### src/peic_pkg.sv
// Purpose: shared constants and types for the port event and counter block
// Assumes: 5-bit management register address, 16-bit register data
// Notes: offsets are register indices on the management interface
package peic_pkg;
    // ************************************************************
    // register map
    // ************************************************************
    localparam logic [4:0] ADDR_IRQ_CTRL = 5'h11;
    localparam logic [4:0] ADDR_EVT_STAT_EN = 5'h12;
    localparam logic [4:0] ADDR_PAGE_SEL = 5'h13;
    localparam logic [4:0] ADDR_FC_COUNT = 5'h14;
    localparam logic [4:0] ADDR_RX_ERR_COUNT = 5'h15;
    localparam logic [4:0] ADDR_PAGED_LO = 5'h14;
    localparam logic [1:0] PAGE_EXT0 = 2'h0;
    localparam logic [1:0] PAGE_DIAG = 2'h2;
    localparam logic [15:0] REG_RESET = 16'h0000;
    // ************************************************************
    // field positions
    // ************************************************************
    localparam int EVT_COUNT = 8;
    localparam int STAT_LSB = 8;
    localparam int EN_LSB = 0;
    localparam int CTRL_OE_BIT = 0;
    localparam int CTRL_GIE_BIT = 1;
    localparam int CTRL_TEST_BIT = 2;
    localparam int CNT_WIDTH = 8;
    // event bit order inside the 8-bit event vector (7 = bit 15)
    localparam int EV_LINK_QUALITY = 7;
    localparam int EV_ENERGY = 6;
    localparam int EV_LINK = 5;
    localparam int EV_SPEED = 4;
    localparam int EV_DUPLEX = 3;
    localparam int EV_AUTONEG = 2;
    localparam int EV_FC_HALF = 1;
    localparam int EV_RX_ERR_HALF = 0;

    // management access from the serial interface front end
    typedef struct packed {
        logic rd;
        logic wr;
        logic [4:0] addr;
        logic [15:0] wdata;
    } peic_mgmt_req_type;

    // receive-side qualifiers for the error counters
    typedef struct packed {
        logic false_carrier;
        logic carrier;
        logic symbol_error;
        logic collision;
    } peic_rx_evt_type;
endpackage

### src/peic_sat_counter.sv
// Purpose: saturating event counter that clears on read
// Assumes: increment and clear come from logic on the same clock
// Notes: raises a one-cycle half pulse when the msb first becomes set
module peic_sat_counter #(
    parameter int WIDTH = 8
) (
    input wire logic clk_i,           // system clock
    input wire logic rst_n_i,         // async reset, active low
    input wire logic inc_i,           // count one event
    input wire logic clr_i,           // read clear
    output logic [WIDTH-1:0] count_o, // present count
    output logic half_o               // msb became set
);
    logic [WIDTH-1:0] count_reg;
    logic [WIDTH-1:0] count_next;
    logic half_reg;

    // saturate at all ones, read clears, an event in the read cycle counts
    always_comb begin
        count_next = count_reg;
        if (clr_i) begin
            count_next = '0;
        end
        // a clear frees a saturated counter, so the same-cycle event counts
        if (inc_i && (clr_i || (count_reg != {WIDTH{1'b1}}))) begin
            count_next = clr_i ? WIDTH'(1) : count_reg + WIDTH'(1);
        end
    end

    // count register
    always_ff @(posedge clk_i or negedge rst_n_i) begin
        if (!rst_n_i) begin
            count_reg <= '0;
        end else begin
            count_reg <= count_next;
        end
    end

    // half-full event on the msb rising
    always_ff @(posedge clk_i or negedge rst_n_i) begin
        if (!rst_n_i) begin
            half_reg <= 1'b0;
        end else begin
            half_reg <= count_next[WIDTH-1] && !count_reg[WIDTH-1];
        end
    end

    assign count_o = count_reg;
    assign half_o = half_reg;
endmodule

### src/peic_top.sv
// Purpose: event status, irq control, page select and error counters
// Assumes: event inputs are one-cycle pulses from same-clock logic
// Notes: powerdown pin is a tri-state style triple, enable high drives
//
// Overview of operation
// - status bit sets on event and stays set until status register read
// - irq requested for enabled pending event when global controls allow
// - status bits capture events whatever the enable bits say
// - bits 15..10: link quality, energy, link, speed, duplex, autoneg
// - bit 9 false carrier half full, bit 8 rx error half full
// - bits 7..0 read-write enables, reset 0, same order as status
// - page field bits 1:0 selects bank at 14h..1Fh; 0 ext, 2 diag
// - reserved page and counter bits ignore writes and read zero
// - 8-bit false carrier counter, saturates at FFh, clears on read
// - rx error counter counts once per carrier with bad symbols
// - no rx error count for a carrier event with collision
// - rx error counter saturates and clears when read
// - event interrupts delivered only while global enable bit 1 set
// - pin drives interrupt only while output enable bit 0 set
// - test bit 2 keeps an interrupt generated regardless of events
module peic_top (
    input wire logic clk_i,                      // 40 MHz port clock
    input wire logic rst_n_i,                    // async reset, active low
    input peic_pkg::peic_mgmt_req_type mgmt_i,   // management access
    input wire logic [5:0] phy_evt_i,            // link..autoneg pulses
    input peic_pkg::peic_rx_evt_type rx_evt_i,   // receive qualifiers
    input wire logic pin_i,                      // powerdown pin level
    output logic [15:0] rdata_o,                 // read data, one cycle on
    output logic rvalid_o,                       // read data valid pulse
    output logic [1:0] page_o,                   // active paged bank
    output logic paged_diag_o,                   // diag page answers now
    output logic irq_pin_o,                      // pin level, active low
    output logic irq_pin_oe_o,                   // pin output enable
    output logic powerdown_o                     // pin used as power down
);
    logic [peic_pkg::EVT_COUNT-1:0] pending_reg;
    logic [peic_pkg::EVT_COUNT-1:0] enable_reg;
    logic [2:0] ctrl_reg;
    logic [1:0] page_reg;
    logic diag_reg;
    logic [15:0] rdata_reg;
    logic rvalid_reg;
    logic irq_pin_reg;
    logic irq_oe_reg;
    logic pd_reg;
    logic pin_sync1_reg;
    logic pin_sync2_reg;
    logic in_carrier_reg;
    logic carrier_bad_reg;
    logic carrier_col_reg;
    logic carrier_counted_reg;
    logic [peic_pkg::EVT_COUNT-1:0] evt_vec;
    logic [peic_pkg::CNT_WIDTH-1:0] fc_count;
    logic [peic_pkg::CNT_WIDTH-1:0] rx_count;
    logic fc_half;
    logic rx_half;
    logic rd_stat;
    logic rd_fc;
    logic rd_rx;
    logic wr_stat;
    logic wr_page;
    logic wr_ctrl;
    logic ext_page;
    logic rx_inc;
    logic irq_req;

    // ************************************************************
    // address decode
    // ************************************************************
    // counters sit on the paged window, only visible on page 0
    assign ext_page = (page_reg == peic_pkg::PAGE_EXT0);
    assign rd_stat = mgmt_i.rd && (mgmt_i.addr == peic_pkg::ADDR_EVT_STAT_EN);
    assign rd_fc = mgmt_i.rd && ext_page &&
                   (mgmt_i.addr == peic_pkg::ADDR_FC_COUNT);
    assign rd_rx = mgmt_i.rd && ext_page &&
                   (mgmt_i.addr == peic_pkg::ADDR_RX_ERR_COUNT);
    assign wr_stat = mgmt_i.wr && (mgmt_i.addr == peic_pkg::ADDR_EVT_STAT_EN);
    assign wr_page = mgmt_i.wr && (mgmt_i.addr == peic_pkg::ADDR_PAGE_SEL);
    assign wr_ctrl = mgmt_i.wr && (mgmt_i.addr == peic_pkg::ADDR_IRQ_CTRL);

    // ************************************************************
    // receive error qualification
    // ************************************************************
    // track one carrier event; count at its end if bad and collision free
    always_ff @(posedge clk_i or negedge rst_n_i) begin
        if (!rst_n_i) begin
            in_carrier_reg <= 1'b0;
            carrier_bad_reg <= 1'b0;
            carrier_col_reg <= 1'b0;
            carrier_counted_reg <= 1'b0;
        end else begin
            in_carrier_reg <= rx_evt_i.carrier;
            if (rx_evt_i.carrier && !in_carrier_reg) begin
                carrier_bad_reg <= rx_evt_i.symbol_error;
                carrier_col_reg <= rx_evt_i.collision;
                carrier_counted_reg <= 1'b0;
            end else if (rx_evt_i.carrier) begin
                carrier_bad_reg <= carrier_bad_reg || rx_evt_i.symbol_error;
                carrier_col_reg <= carrier_col_reg || rx_evt_i.collision;
            end
            if (rx_inc) begin
                carrier_counted_reg <= 1'b1;
            end
        end
    end

    // count once when the carrier ends with errors and no collision
    assign rx_inc = in_carrier_reg && !rx_evt_i.carrier &&
                    carrier_bad_reg && !carrier_col_reg &&
                    !carrier_counted_reg;

    // ************************************************************
    // error counters
    // ************************************************************
    peic_sat_counter #(
        .WIDTH(peic_pkg::CNT_WIDTH)
    ) u_fc_count (
        .clk_i(clk_i),
        .rst_n_i(rst_n_i),
        .inc_i(rx_evt_i.false_carrier),
        .clr_i(rd_fc),
        .count_o(fc_count),
        .half_o(fc_half)
    );

    peic_sat_counter #(
        .WIDTH(peic_pkg::CNT_WIDTH)
    ) u_rx_count (
        .clk_i(clk_i),
        .rst_n_i(rst_n_i),
        .inc_i(rx_inc),
        .clr_i(rd_rx),
        .count_o(rx_count),
        .half_o(rx_half)
    );

    // ************************************************************
    // event status and enables
    // ************************************************************
    // event vector in status bit order, bit 7 maps to register bit 15
    assign evt_vec = {phy_evt_i, fc_half, rx_half};

    // sticky capture independent of enables; a new event beats the read
    always_ff @(posedge clk_i or negedge rst_n_i) begin
        if (!rst_n_i) begin
            pending_reg <= '0;
        end else begin
            pending_reg <= (rd_stat ? '0 : pending_reg) |
                           evt_vec;
        end
    end

    // read-write enable bits
    always_ff @(posedge clk_i or negedge rst_n_i) begin
        if (!rst_n_i) begin
            enable_reg <= '0;
        end else if (wr_stat) begin
            enable_reg <= mgmt_i.wdata[peic_pkg::EN_LSB +: 8];
        end
    end

    // ************************************************************
    // control and page select
    // ************************************************************
    // reserved upper bits are dropped on write
    always_ff @(posedge clk_i or negedge rst_n_i) begin
        if (!rst_n_i) begin
            page_reg <= '0;
            diag_reg <= 1'b0;
        end else if (wr_page) begin
            page_reg <= mgmt_i.wdata[1:0];
            diag_reg <= (mgmt_i.wdata[1:0] == peic_pkg::PAGE_DIAG);
        end
    end

    // interrupt control bits
    always_ff @(posedge clk_i or negedge rst_n_i) begin
        if (!rst_n_i) begin
            ctrl_reg <= '0;
        end else if (wr_ctrl) begin
            ctrl_reg <= mgmt_i.wdata[2:0];
        end
    end

    // ************************************************************
    // read data
    // ************************************************************
    // registered read mux; unmapped or other-page addresses read zero
    always_ff @(posedge clk_i or negedge rst_n_i) begin
        if (!rst_n_i) begin
            rdata_reg <= peic_pkg::REG_RESET;
            rvalid_reg <= 1'b0;
        end else begin
            rvalid_reg <= mgmt_i.rd;
            rdata_reg <= peic_pkg::REG_RESET;
            if (mgmt_i.rd) begin
                if (mgmt_i.addr == peic_pkg::ADDR_IRQ_CTRL) begin
                    rdata_reg <= {13'h0000, ctrl_reg};
                end else if (rd_stat) begin
                    rdata_reg <= {pending_reg, enable_reg};
                end else if (mgmt_i.addr == peic_pkg::ADDR_PAGE_SEL) begin
                    rdata_reg <= {14'h0000, page_reg};
                end else if (rd_fc) begin
                    rdata_reg <= {8'h00, fc_count};
                end else if (rd_rx) begin
                    rdata_reg <= {8'h00, rx_count};
                end
            end
        end
    end

    // ************************************************************
    // interrupt pin
    // ************************************************************
    // event request gated by global enable, test bit forces a request
    assign irq_req = (ctrl_reg[peic_pkg::CTRL_GIE_BIT] &&
                      |(pending_reg & enable_reg)) ||
                     ctrl_reg[peic_pkg::CTRL_TEST_BIT];

    // pin input synchroniser for power-down use
    always_ff @(posedge clk_i or negedge rst_n_i) begin
        if (!rst_n_i) begin
            pin_sync1_reg <= 1'b1;
            pin_sync2_reg <= 1'b1;
        end else begin
            pin_sync1_reg <= pin_i;
            pin_sync2_reg <= pin_sync1_reg;
        end
    end

    // pin drives low on interrupt only when configured as output
    always_ff @(posedge clk_i or negedge rst_n_i) begin
        if (!rst_n_i) begin
            irq_oe_reg <= 1'b0;
            irq_pin_reg <= 1'b1;
            pd_reg <= 1'b0;
        end else begin
            irq_oe_reg <= ctrl_reg[peic_pkg::CTRL_OE_BIT];
            irq_pin_reg <= !irq_req;
            pd_reg <= !ctrl_reg[peic_pkg::CTRL_OE_BIT] &&
                      !pin_sync2_reg;
        end
    end

    assign rdata_o = rdata_reg;
    assign rvalid_o = rvalid_reg;
    assign page_o = page_reg;
    assign paged_diag_o = diag_reg;
    assign irq_pin_o = irq_pin_reg;
    assign irq_pin_oe_o = irq_oe_reg;
    assign powerdown_o = pd_reg;
endmodule

### config.mk
export PLATFORM = sky130hd
export DESIGN_NAME = peic_top
export DESIGN_NICKNAME = d
export VERILOG_FILES = /design/src/peic_pkg.sv /design/src/peic_sat_counter.sv /design/src/peic_top.sv
export SDC_FILE = /design/constraint.sdc
export NUM_CORES = 1
export LEC_CHECK = 0
export BUFFER_PORTS_ARGS = -buffer_cell sky130_fd_sc_hd__buf_4
export CAP_MARGIN = 20
export CORE_AREA = 5 5 100 65
export CTS_CLUSTER_DIAMETER = 120
export DETAILED_ROUTE_END_ITERATION = 16
export DIE_AREA = 0 0 105 70
export GPL_ROUTABILITY_DRIVEN = 0
export PLACE_DENSITY = 0.77
export RECOVER_POWER = 50
export SLEW_MARGIN = 0
export SYNTH_ARGS = -nofsm -noshare
export SYNTH_HDL_FRONTEND = slang
export SYNTH_SLANG_ARGS = --single-unit
### constraint.sdc
create_clock -name clk_i -period 2.1 [get_ports clk_i]
set_input_delay 0.105 -clock clk_i [delete_from_list [all_inputs] [get_ports clk_i]]
set_output_delay 0.105 -clock clk_i [all_outputs]
set_load 0.1 [all_outputs]
==> results of run 1 <==
==> final timing paths <==
kind	startpoint	slack (ns)	end
setup reg to reg	u_rx_count.count_o[0]$_DFFE_PN0P_	0.28	u_rx_count.count_o[5]$_DFFE_PN0P_
min in group asynchronous	rst_n_i	0.69	carrier_bad_reg$_DFFE_PN0P_
setup / recovery	mgmt_i[22]	0.27	rdata_o[2]$_DFF_PN0_
hold reg to reg	pin_sync1_reg$_DFF_PN1_	0.36	pin_sync2_reg$_DFF_PN1_
hold / removal	mgmt_i[0]	0.01	ctrl_reg[0]$_DFFE_PN0P_
max in group asynchronous	rst_n_i	0.45	u_fc_count.count_o[1]$_DFFE_PN0P_
==> layout make-up <==
type | count | area (um^2) | share of cell area, %
Sequential cell | 66 | 1660 | 44.8
Multi-Input combinational cell | 161 | 1130 | 30.7
Timing Repair Buffer | 70 | 512 | 13.8
Clock buffer | 10 | 138 | 3.72
Clock inverter | 6 | 138 | 3.72
Tap cell | 69 | 86.3 | 2.34
Inverter | 9 | 33.8 | 0.914
==> cell families (layout without fill, tap and decap cells) <==
family,Yosys count,count (layout),share of synthesized area [%]
DFF,66,66,57.9
AOI/OAI and AO/OA,54,54,13.8
and+or+nand+nor,84,84,17.2
muxes,16,16,6.21
xor gates and xnor gates,5,5,1.53
buffers and inverters,18,95,2.49
adders and majority gates,2,2,0.875
==> through the flow <==
stage,setup WS [ns],area (um^2)
finish,0.269,3700
global route,0.0674,3700
CTS,0.299,3750
detailed placement,0.399,3300
global placement,0.452,3300
floorplan,0.111,2860
==> per-layer routing <==
| metal | track usage, % | up-vias | part of all wire [%] |
|---|---|---|---|
| met5 | 0 | - | 0 |
| met4 | 7.66 | 0 | 1.8 |
| met3 | 6.17 | 12 | 8.2 |
| met2 | 25.5 | 95 | 43 |
| met1 | 27.3 | 1050 | 47 |
| li1 | - | 1059 | - |
==> layout by cell type (no fill, tap or decap), types with 2 or more instances in the layout <==
cell / n
and3_1: 16
bufinv_16: 4
clkbuf_8: 10
nand2_1: 18
a21oi_1: 8
clkbuf_4: 2
and2_1: 4
a211oi_1: 4
o21ai_0: 5
nor4_1: 2
mux2_2: 14
a22oi_1: 5
nor3_1: 4
clkinv_4: 2
ha_1: 2
buf_4: 34
a21o_1: 9
a222oi_1: 5
a31oi_1: 5
o211ai_1: 2
nand4_1: 3
a22o_2: 2
inv_1: 9
nand3_1: 11
xor2_1: 3
xnor2_1: 2
dlygate4sd3_1: 18
dfrtp_1: 63
nor2_1: 10
mux2i_1: 2
clkbuf_1: 15
dfstp_2: 3
==> critical path, stage by stage <==
cell	delay [ns]
dlygate4sd3_1	0.54
buf_4	0.15
nor2b_1	0.14
buf_4	0.19
and3_1	0.48
a22oi_1	0.18
a221oi_1	0.29
==> power groups by stage <==
stage,combinational [mW],sequential [mW],clock (mW)
after global placement,0.619,1.64,0
after CTS,0.663,1.63,1.45
after floorplan,0.271,1.78,0
after detailed placement,0.629,1.65,0
final,0.653,1.63,1.44
after global routing,0.710,1.65,1.52
==> impl_metrics.csv, run 1 <==
group,metric,value,unit
status,status,"complete, but fails checks",
status,failing_checks,"max-capacitance violations, max-slew violations",
clock_tree,number_of_clock_buffers_inserted_by_tritoncts,9,
layout,post_route_cells_drive_above_1_share,25.2,%
power,power_density,1010,mW/mm^2
global_route,first_global_vias,2126,
floorplan,ioPinCount,59,
clock_tree,cts_tree,"built",
clock_tree,cts-root-to-sink-buffers,2,
layout,antennaDiodeCount,0,
power,p_int,2.64,mW
yosys,post_synth_inst_count,245,
clock_tree,ctsRootBufferMaster,"clkbuf_8",
sta,timing.final.crit_share,87.2,%
place,detailedPlacementHpwl,4420,um
clock_tree,cts_setup_buffers,0,
yosys,synth_enable_flop_cells,0,
yosys,synth.avg_cell_area,11.7,um^2
floorplan,fp-row-count,21,
power,switching_power,1.08,mW
yosys,yosysSeqAreaShare,57.9,%
floorplan,die_y,70,um
power,power_switching_share,29.1,%
place,instance_count_after_placement_with_tap_cells_included,357,
yosys,syn-cell-area,0.00286,mm^2
yosys,synth-warning-count,0,
setup_path,criticalPathCategory,"in2reg",
sta,grt_setup_unrepaired,"false",
job,cap_viol_max_count,1,
yosys,yosys-top-cells-area,"dfrtp_1, mux2_2, and3_1, dfstp_2, a21o_1",
sta,holdWs,0.0138,ns
setup_path,crit_path_end_kind,"flop",
setup_path,r2r.worst_path.cells,5,
detailed_routing,post_drt_wl_per_cell,16.7,um
power,comb_power_share,17.5,%
place,port_buffers,50,
floorplan,dieWidth,105,um
power,p_total,3.72,mW
setup_path,arrival,2.07,ns
clock_tree,clk_transition_reported_paths,0.08,ns
clock_tree,numClockSinks,66,
sta,setup_total_negative_slack,0,ns
yosys,asyncSetResetFlopFracSynth,100,%
layout,layout.nets,355,
layout,syn_to_final_growth,29.2,%
sta,peak_freq,546,MHz
power,max-vdd-ir-drop,0.459,mV
clock_tree,cts_resized,0,
sta,setup-violations-final,0,
yosys,syn-num-nets,283,
clock_tree,htree_num_levels,3,
yosys,post_synth_most_frequent_cells,"dfrtp_1, nand2_1, and3_1",
floorplan,floorplan.die_area,0.00735,mm^2
sta,skew,0.00701,ns
yosys,ys_seq_elements,66,
yosys,post-synth-top-count-cell,"dfrtp_1",
detailed_routing,drt-vias-per-instance,5.67,
detailed_routing,drc,0,
yosys,synthDominantCellAreaShare,55.1,%
detailed_routing,wl,6530,um
layout,n_fill_cell,403,
global_route,gr-usage-all-layers,18.7,%
floorplan,initial_utilization,52.8,%
global_route,grt_pass1_wl,10900,um
global_route,globalRoute.totalOverflow,0,
sta,worst-slew-pin-transition,1.60,ns
floorplan,core_region_area,0.00541,mm^2
detailed_routing,drt_pass1_iterations,4,
detailed_routing,antenna_left,0,
power,clock_power_share,38.7,%
min_path,hold_path.class,"in2reg",
global_route,grt_start_max_net_pins,67,
sta,final-max-slew-violation-count,67,
yosys,post_synth_num_cell_types,51,
detailed_routing,drt_iter0_drc,169,
min_path,hold_path_depth,2,
layout,max_reg_flops,16,
layout,finish.cell_count_without_fillers,391,
layout,postLayoutCoreUtil,68.3,%
sta,timing.slew.headroom,-6.40,%
power,leakage,1.74,nW
power,seqPwrFrac,43.8,%
yosys,synthDominantAreaCellType,"dfrtp_1",
yosys,ys_dominant_reg_cell,"dfrtp_1",
setup_path,worst-path-max-fanout,13,
sta,timing.final.crit_period,1.83,ns
global_route,number_of_antenna_violations_at_the_first_check_in_global_routing,0,
sta,hold_viol,0,
clock_tree,post_cts_hold_buffer_count,18,
setup_path,worst-endpoint-required,2.34,ns
setup_path,kind_of_start_point_of_the_critical_path,"input pin",
clock_tree,clock_latency,0.35,ns
detailed_routing,routed-via-count,2216,
Power figures use the tool's default switching activity.
==> inputs of run 2 (changes only) <==
CORE_AREA = 5 5 107 69   (was 5 5 100 65)
DIE_AREA = 0 0 112 74   (was 0 0 105 70)
PLACE_DENSITY = 0.69   (was 0.77)
clock period = 2.2 ns   (was 2.1 ns; I/O delays follow)
==> run 2 against run 1 <==
The run still ends with max-capacitance violations, max-slew violations left. Final area unchanged. First-iteration DRC count down 7.1%. Final cell count up 4.3%. Die area up 13%. Setup slack worse by 0.17 ns. Clock power down 7%. Wire length up 1.6%. Total power down 5.3%. Via count up 1.1%. Critical path type unchanged. Worst hold slack better by 0.011 ns. Core utilization down 10 points.
==> impl_metrics.csv, run 2 (synthesis gave the netlist of run 1 again) <==
group,metric,value,unit
clock_tree,clk_transition_reported_paths,0.07,ns
global_route,number_of_antenna_violations_at_the_first_check_in_global_routing,0,
global_route,gr-usage-met1,24.9,%
setup_path,r2r.worst_path.cells,5,
global_route,gr-usage-all-layers,17.5,%
layout,antennaDiodeCount,0,
job,cap_viol_max_count,1,
power,power_density,954,mW/mm^2
setup_path,worst-path-max-fanout,13,
floorplan,fp-row-count,23,
min_path,hold_path_depth,2,
detailed_routing,antenna_left,0,
setup_path,r2r-start,"u_rx_count.count_o[1]$_DFFE_PN0P_",
detailed_routing,wl,6640,um
layout,layout.nets,354,
global_route,grt_start_max_net_pins,67,
setup_path,regToRegEndpoint,"u_rx_count.count_o[5]$_DFFE_PN0P_",
setup_path,criticalPathCategory,"in2reg",
floorplan,core_region_area,0.00636,mm^2
layout,max_reg_flops,16,
setup_path,crit_path_end_kind,"flop",
global_route,grt_use_met3,7.40,%
layout,postLayoutCoreUtil,58.1,%
layout,final_common_cell,"dfrtp_1",
global_route,busiest_metal_layer_after_global_routing,"met2",
floorplan,dieWidth,112,um
layout,syn_to_final_growth,29.2,%
clock_tree,number_of_clock_buffers_inserted_by_tritoncts,9,
sta,setup-violations-final,0,
sta,worst-slew-pin-transition,1.63,ns
sta,timing.final.crit_share,95.3,%
sta,grt_setup_unrepaired,"false",
setup_path,arrival,2.33,ns
sta,hold_viol,0,
clock_tree,ctsRootBufferMaster,"clkbuf_8",
global_route,grt_pass1_wl,11200,um
floorplan,ioPinCount,59,
sta,timing.slew.headroom,-8.34,%
global_route,use_met2,25.3,%
status,status,"complete, but fails checks",
min_path,worstHoldStart,"mgmt_i[2]",
power,leakage,1.73,nW
layout,highest_count_cells_in_the_layout_ignoring_fill_and_taps,"dfrtp_1, buf_4, nand2_1",
power,max-vdd-ir-drop,0.434,mV
place,port_buffers,50,
floorplan,die_y,74,um
place,preCtsSetupSlack,0.364,ns
layout,post_route_cells_drive_above_1_share,24.6,%
clock_tree,numClockSinks,66,
min_path,worst_hold_path.endpoint,"ctrl_reg[2]$_DFFE_PN0P_",
clock_tree,cts_resized,0,
detailed_routing,drt-vias-per-instance,5.49,
status,failing_checks,"max-capacitance violations, max-slew violations",
detailed_routing,routed-via-count,2241,
sta,setup_total_negative_slack,0,ns
setup_path,kind_of_start_point_of_the_critical_path,"input pin",
clock_tree,clock_latency,0.34,ns
detailed_routing,drc,0,
setup_path,worst-endpoint-required,2.43,ns
detailed_routing,drt_pass1_iterations,4,
floorplan,initial_utilization,45.0,%
detailed_routing,post_drt_wl_per_cell,16.3,um
clock_tree,htree_num_levels,3,
clock_tree,cts_tree,"built",
place,detailedPlacementHpwl,4560,um
sta,timing.final.crit_period,2.10,ns
floorplan,floorplan.die_area,0.00829,mm^2
sta,peak_freq,477,MHz
detailed_routing,drt_iter0_drc,157,
sta,skew,0.00753,ns
clock_tree,cts-root-to-sink-buffers,2,
sta,final-max-slew-violation-count,67,
global_route,globalRoute.totalOverflow,0,
global_route,first_global_vias,2224,
setup_path,r2r_setup_slack,0.42,ns
sta,timing.final.ws_setup,0.103,ns
min_path,hold_path.class,"in2reg",
[run 2: critical path, stage by stage]
cell	delay, ns
dlygate4sd3_1	0.54
buf_4	0.15
nor2b_1	0.47
and3_1	0.54
a22oi_1	0.19
a221oi_1	0.33
[run 2: final cells by class]
class	instances	area, um^2
fillers	563	2660
flip-flops and latches	66	1660
multi-input cells	161	1130
repair buffers	69	498
clock buffers	11	141
clock inverters	5	125
well taps	87	109
inverters	9	33.8
[run 2: what timing repair did]
| item | in CTS | in global routing |
|---|---|---|
| hold buffers | 16 | 1 |
| endpoints found under the hold margin | 78 | 1 |
| buffers inserted | 0 | 0 |
[run 2: worst max-delay path by stage]
stage	start	endpoint	cells after the start
after floorplan	page_o[1]$_DFFE_PN0P_	u_rx_count.count_o[7]$_DFF_PN0_	6
after global placement	mgmt_i[16]	rdata_o[2]$_DFF_PN0_	5
after detailed placement	mgmt_i[16]	rdata_o[2]$_DFF_PN0_	5
after CTS	mgmt_i[22]	rdata_o[2]$_DFF_PN0_	6
after global routing	mgmt_i[22]	rdata_o[2]$_DFF_PN0_	6
final	mgmt_i[22]	rdata_o[2]$_DFF_PN0_	6
[run 2: per-layer routing]
metal | part of all wire [%] | vias to the layer above
li1 | - | 1051
met1 | 49 | 1122
met2 | 44 | 63
met3 | 6.5 | 5
met4 | 0.65 | 0
met5 | 0 | -
[run 2: power breakdown]
part           internal [mW]  leakage [nW]  switching [mW]  total, mW
Combinational          0.240         0.762           0.383      0.624
Clock                  0.897         0.134           0.448       1.34
Sequential              1.37         0.835           0.183       1.56
[run 2: metrics by stage]
stage	total power [mW]	instances	hold WS [ns]	area, um^2
after global placement	2.16	375	0.219	3320
final	3.52	408	0.0245	3700
after floorplan	1.96	245	-0.186	2860
after CTS	3.55	407	0.00179	3750
after global routing	3.71	408	0.00897	3700
after detailed placement	2.18	375	0.220	3320
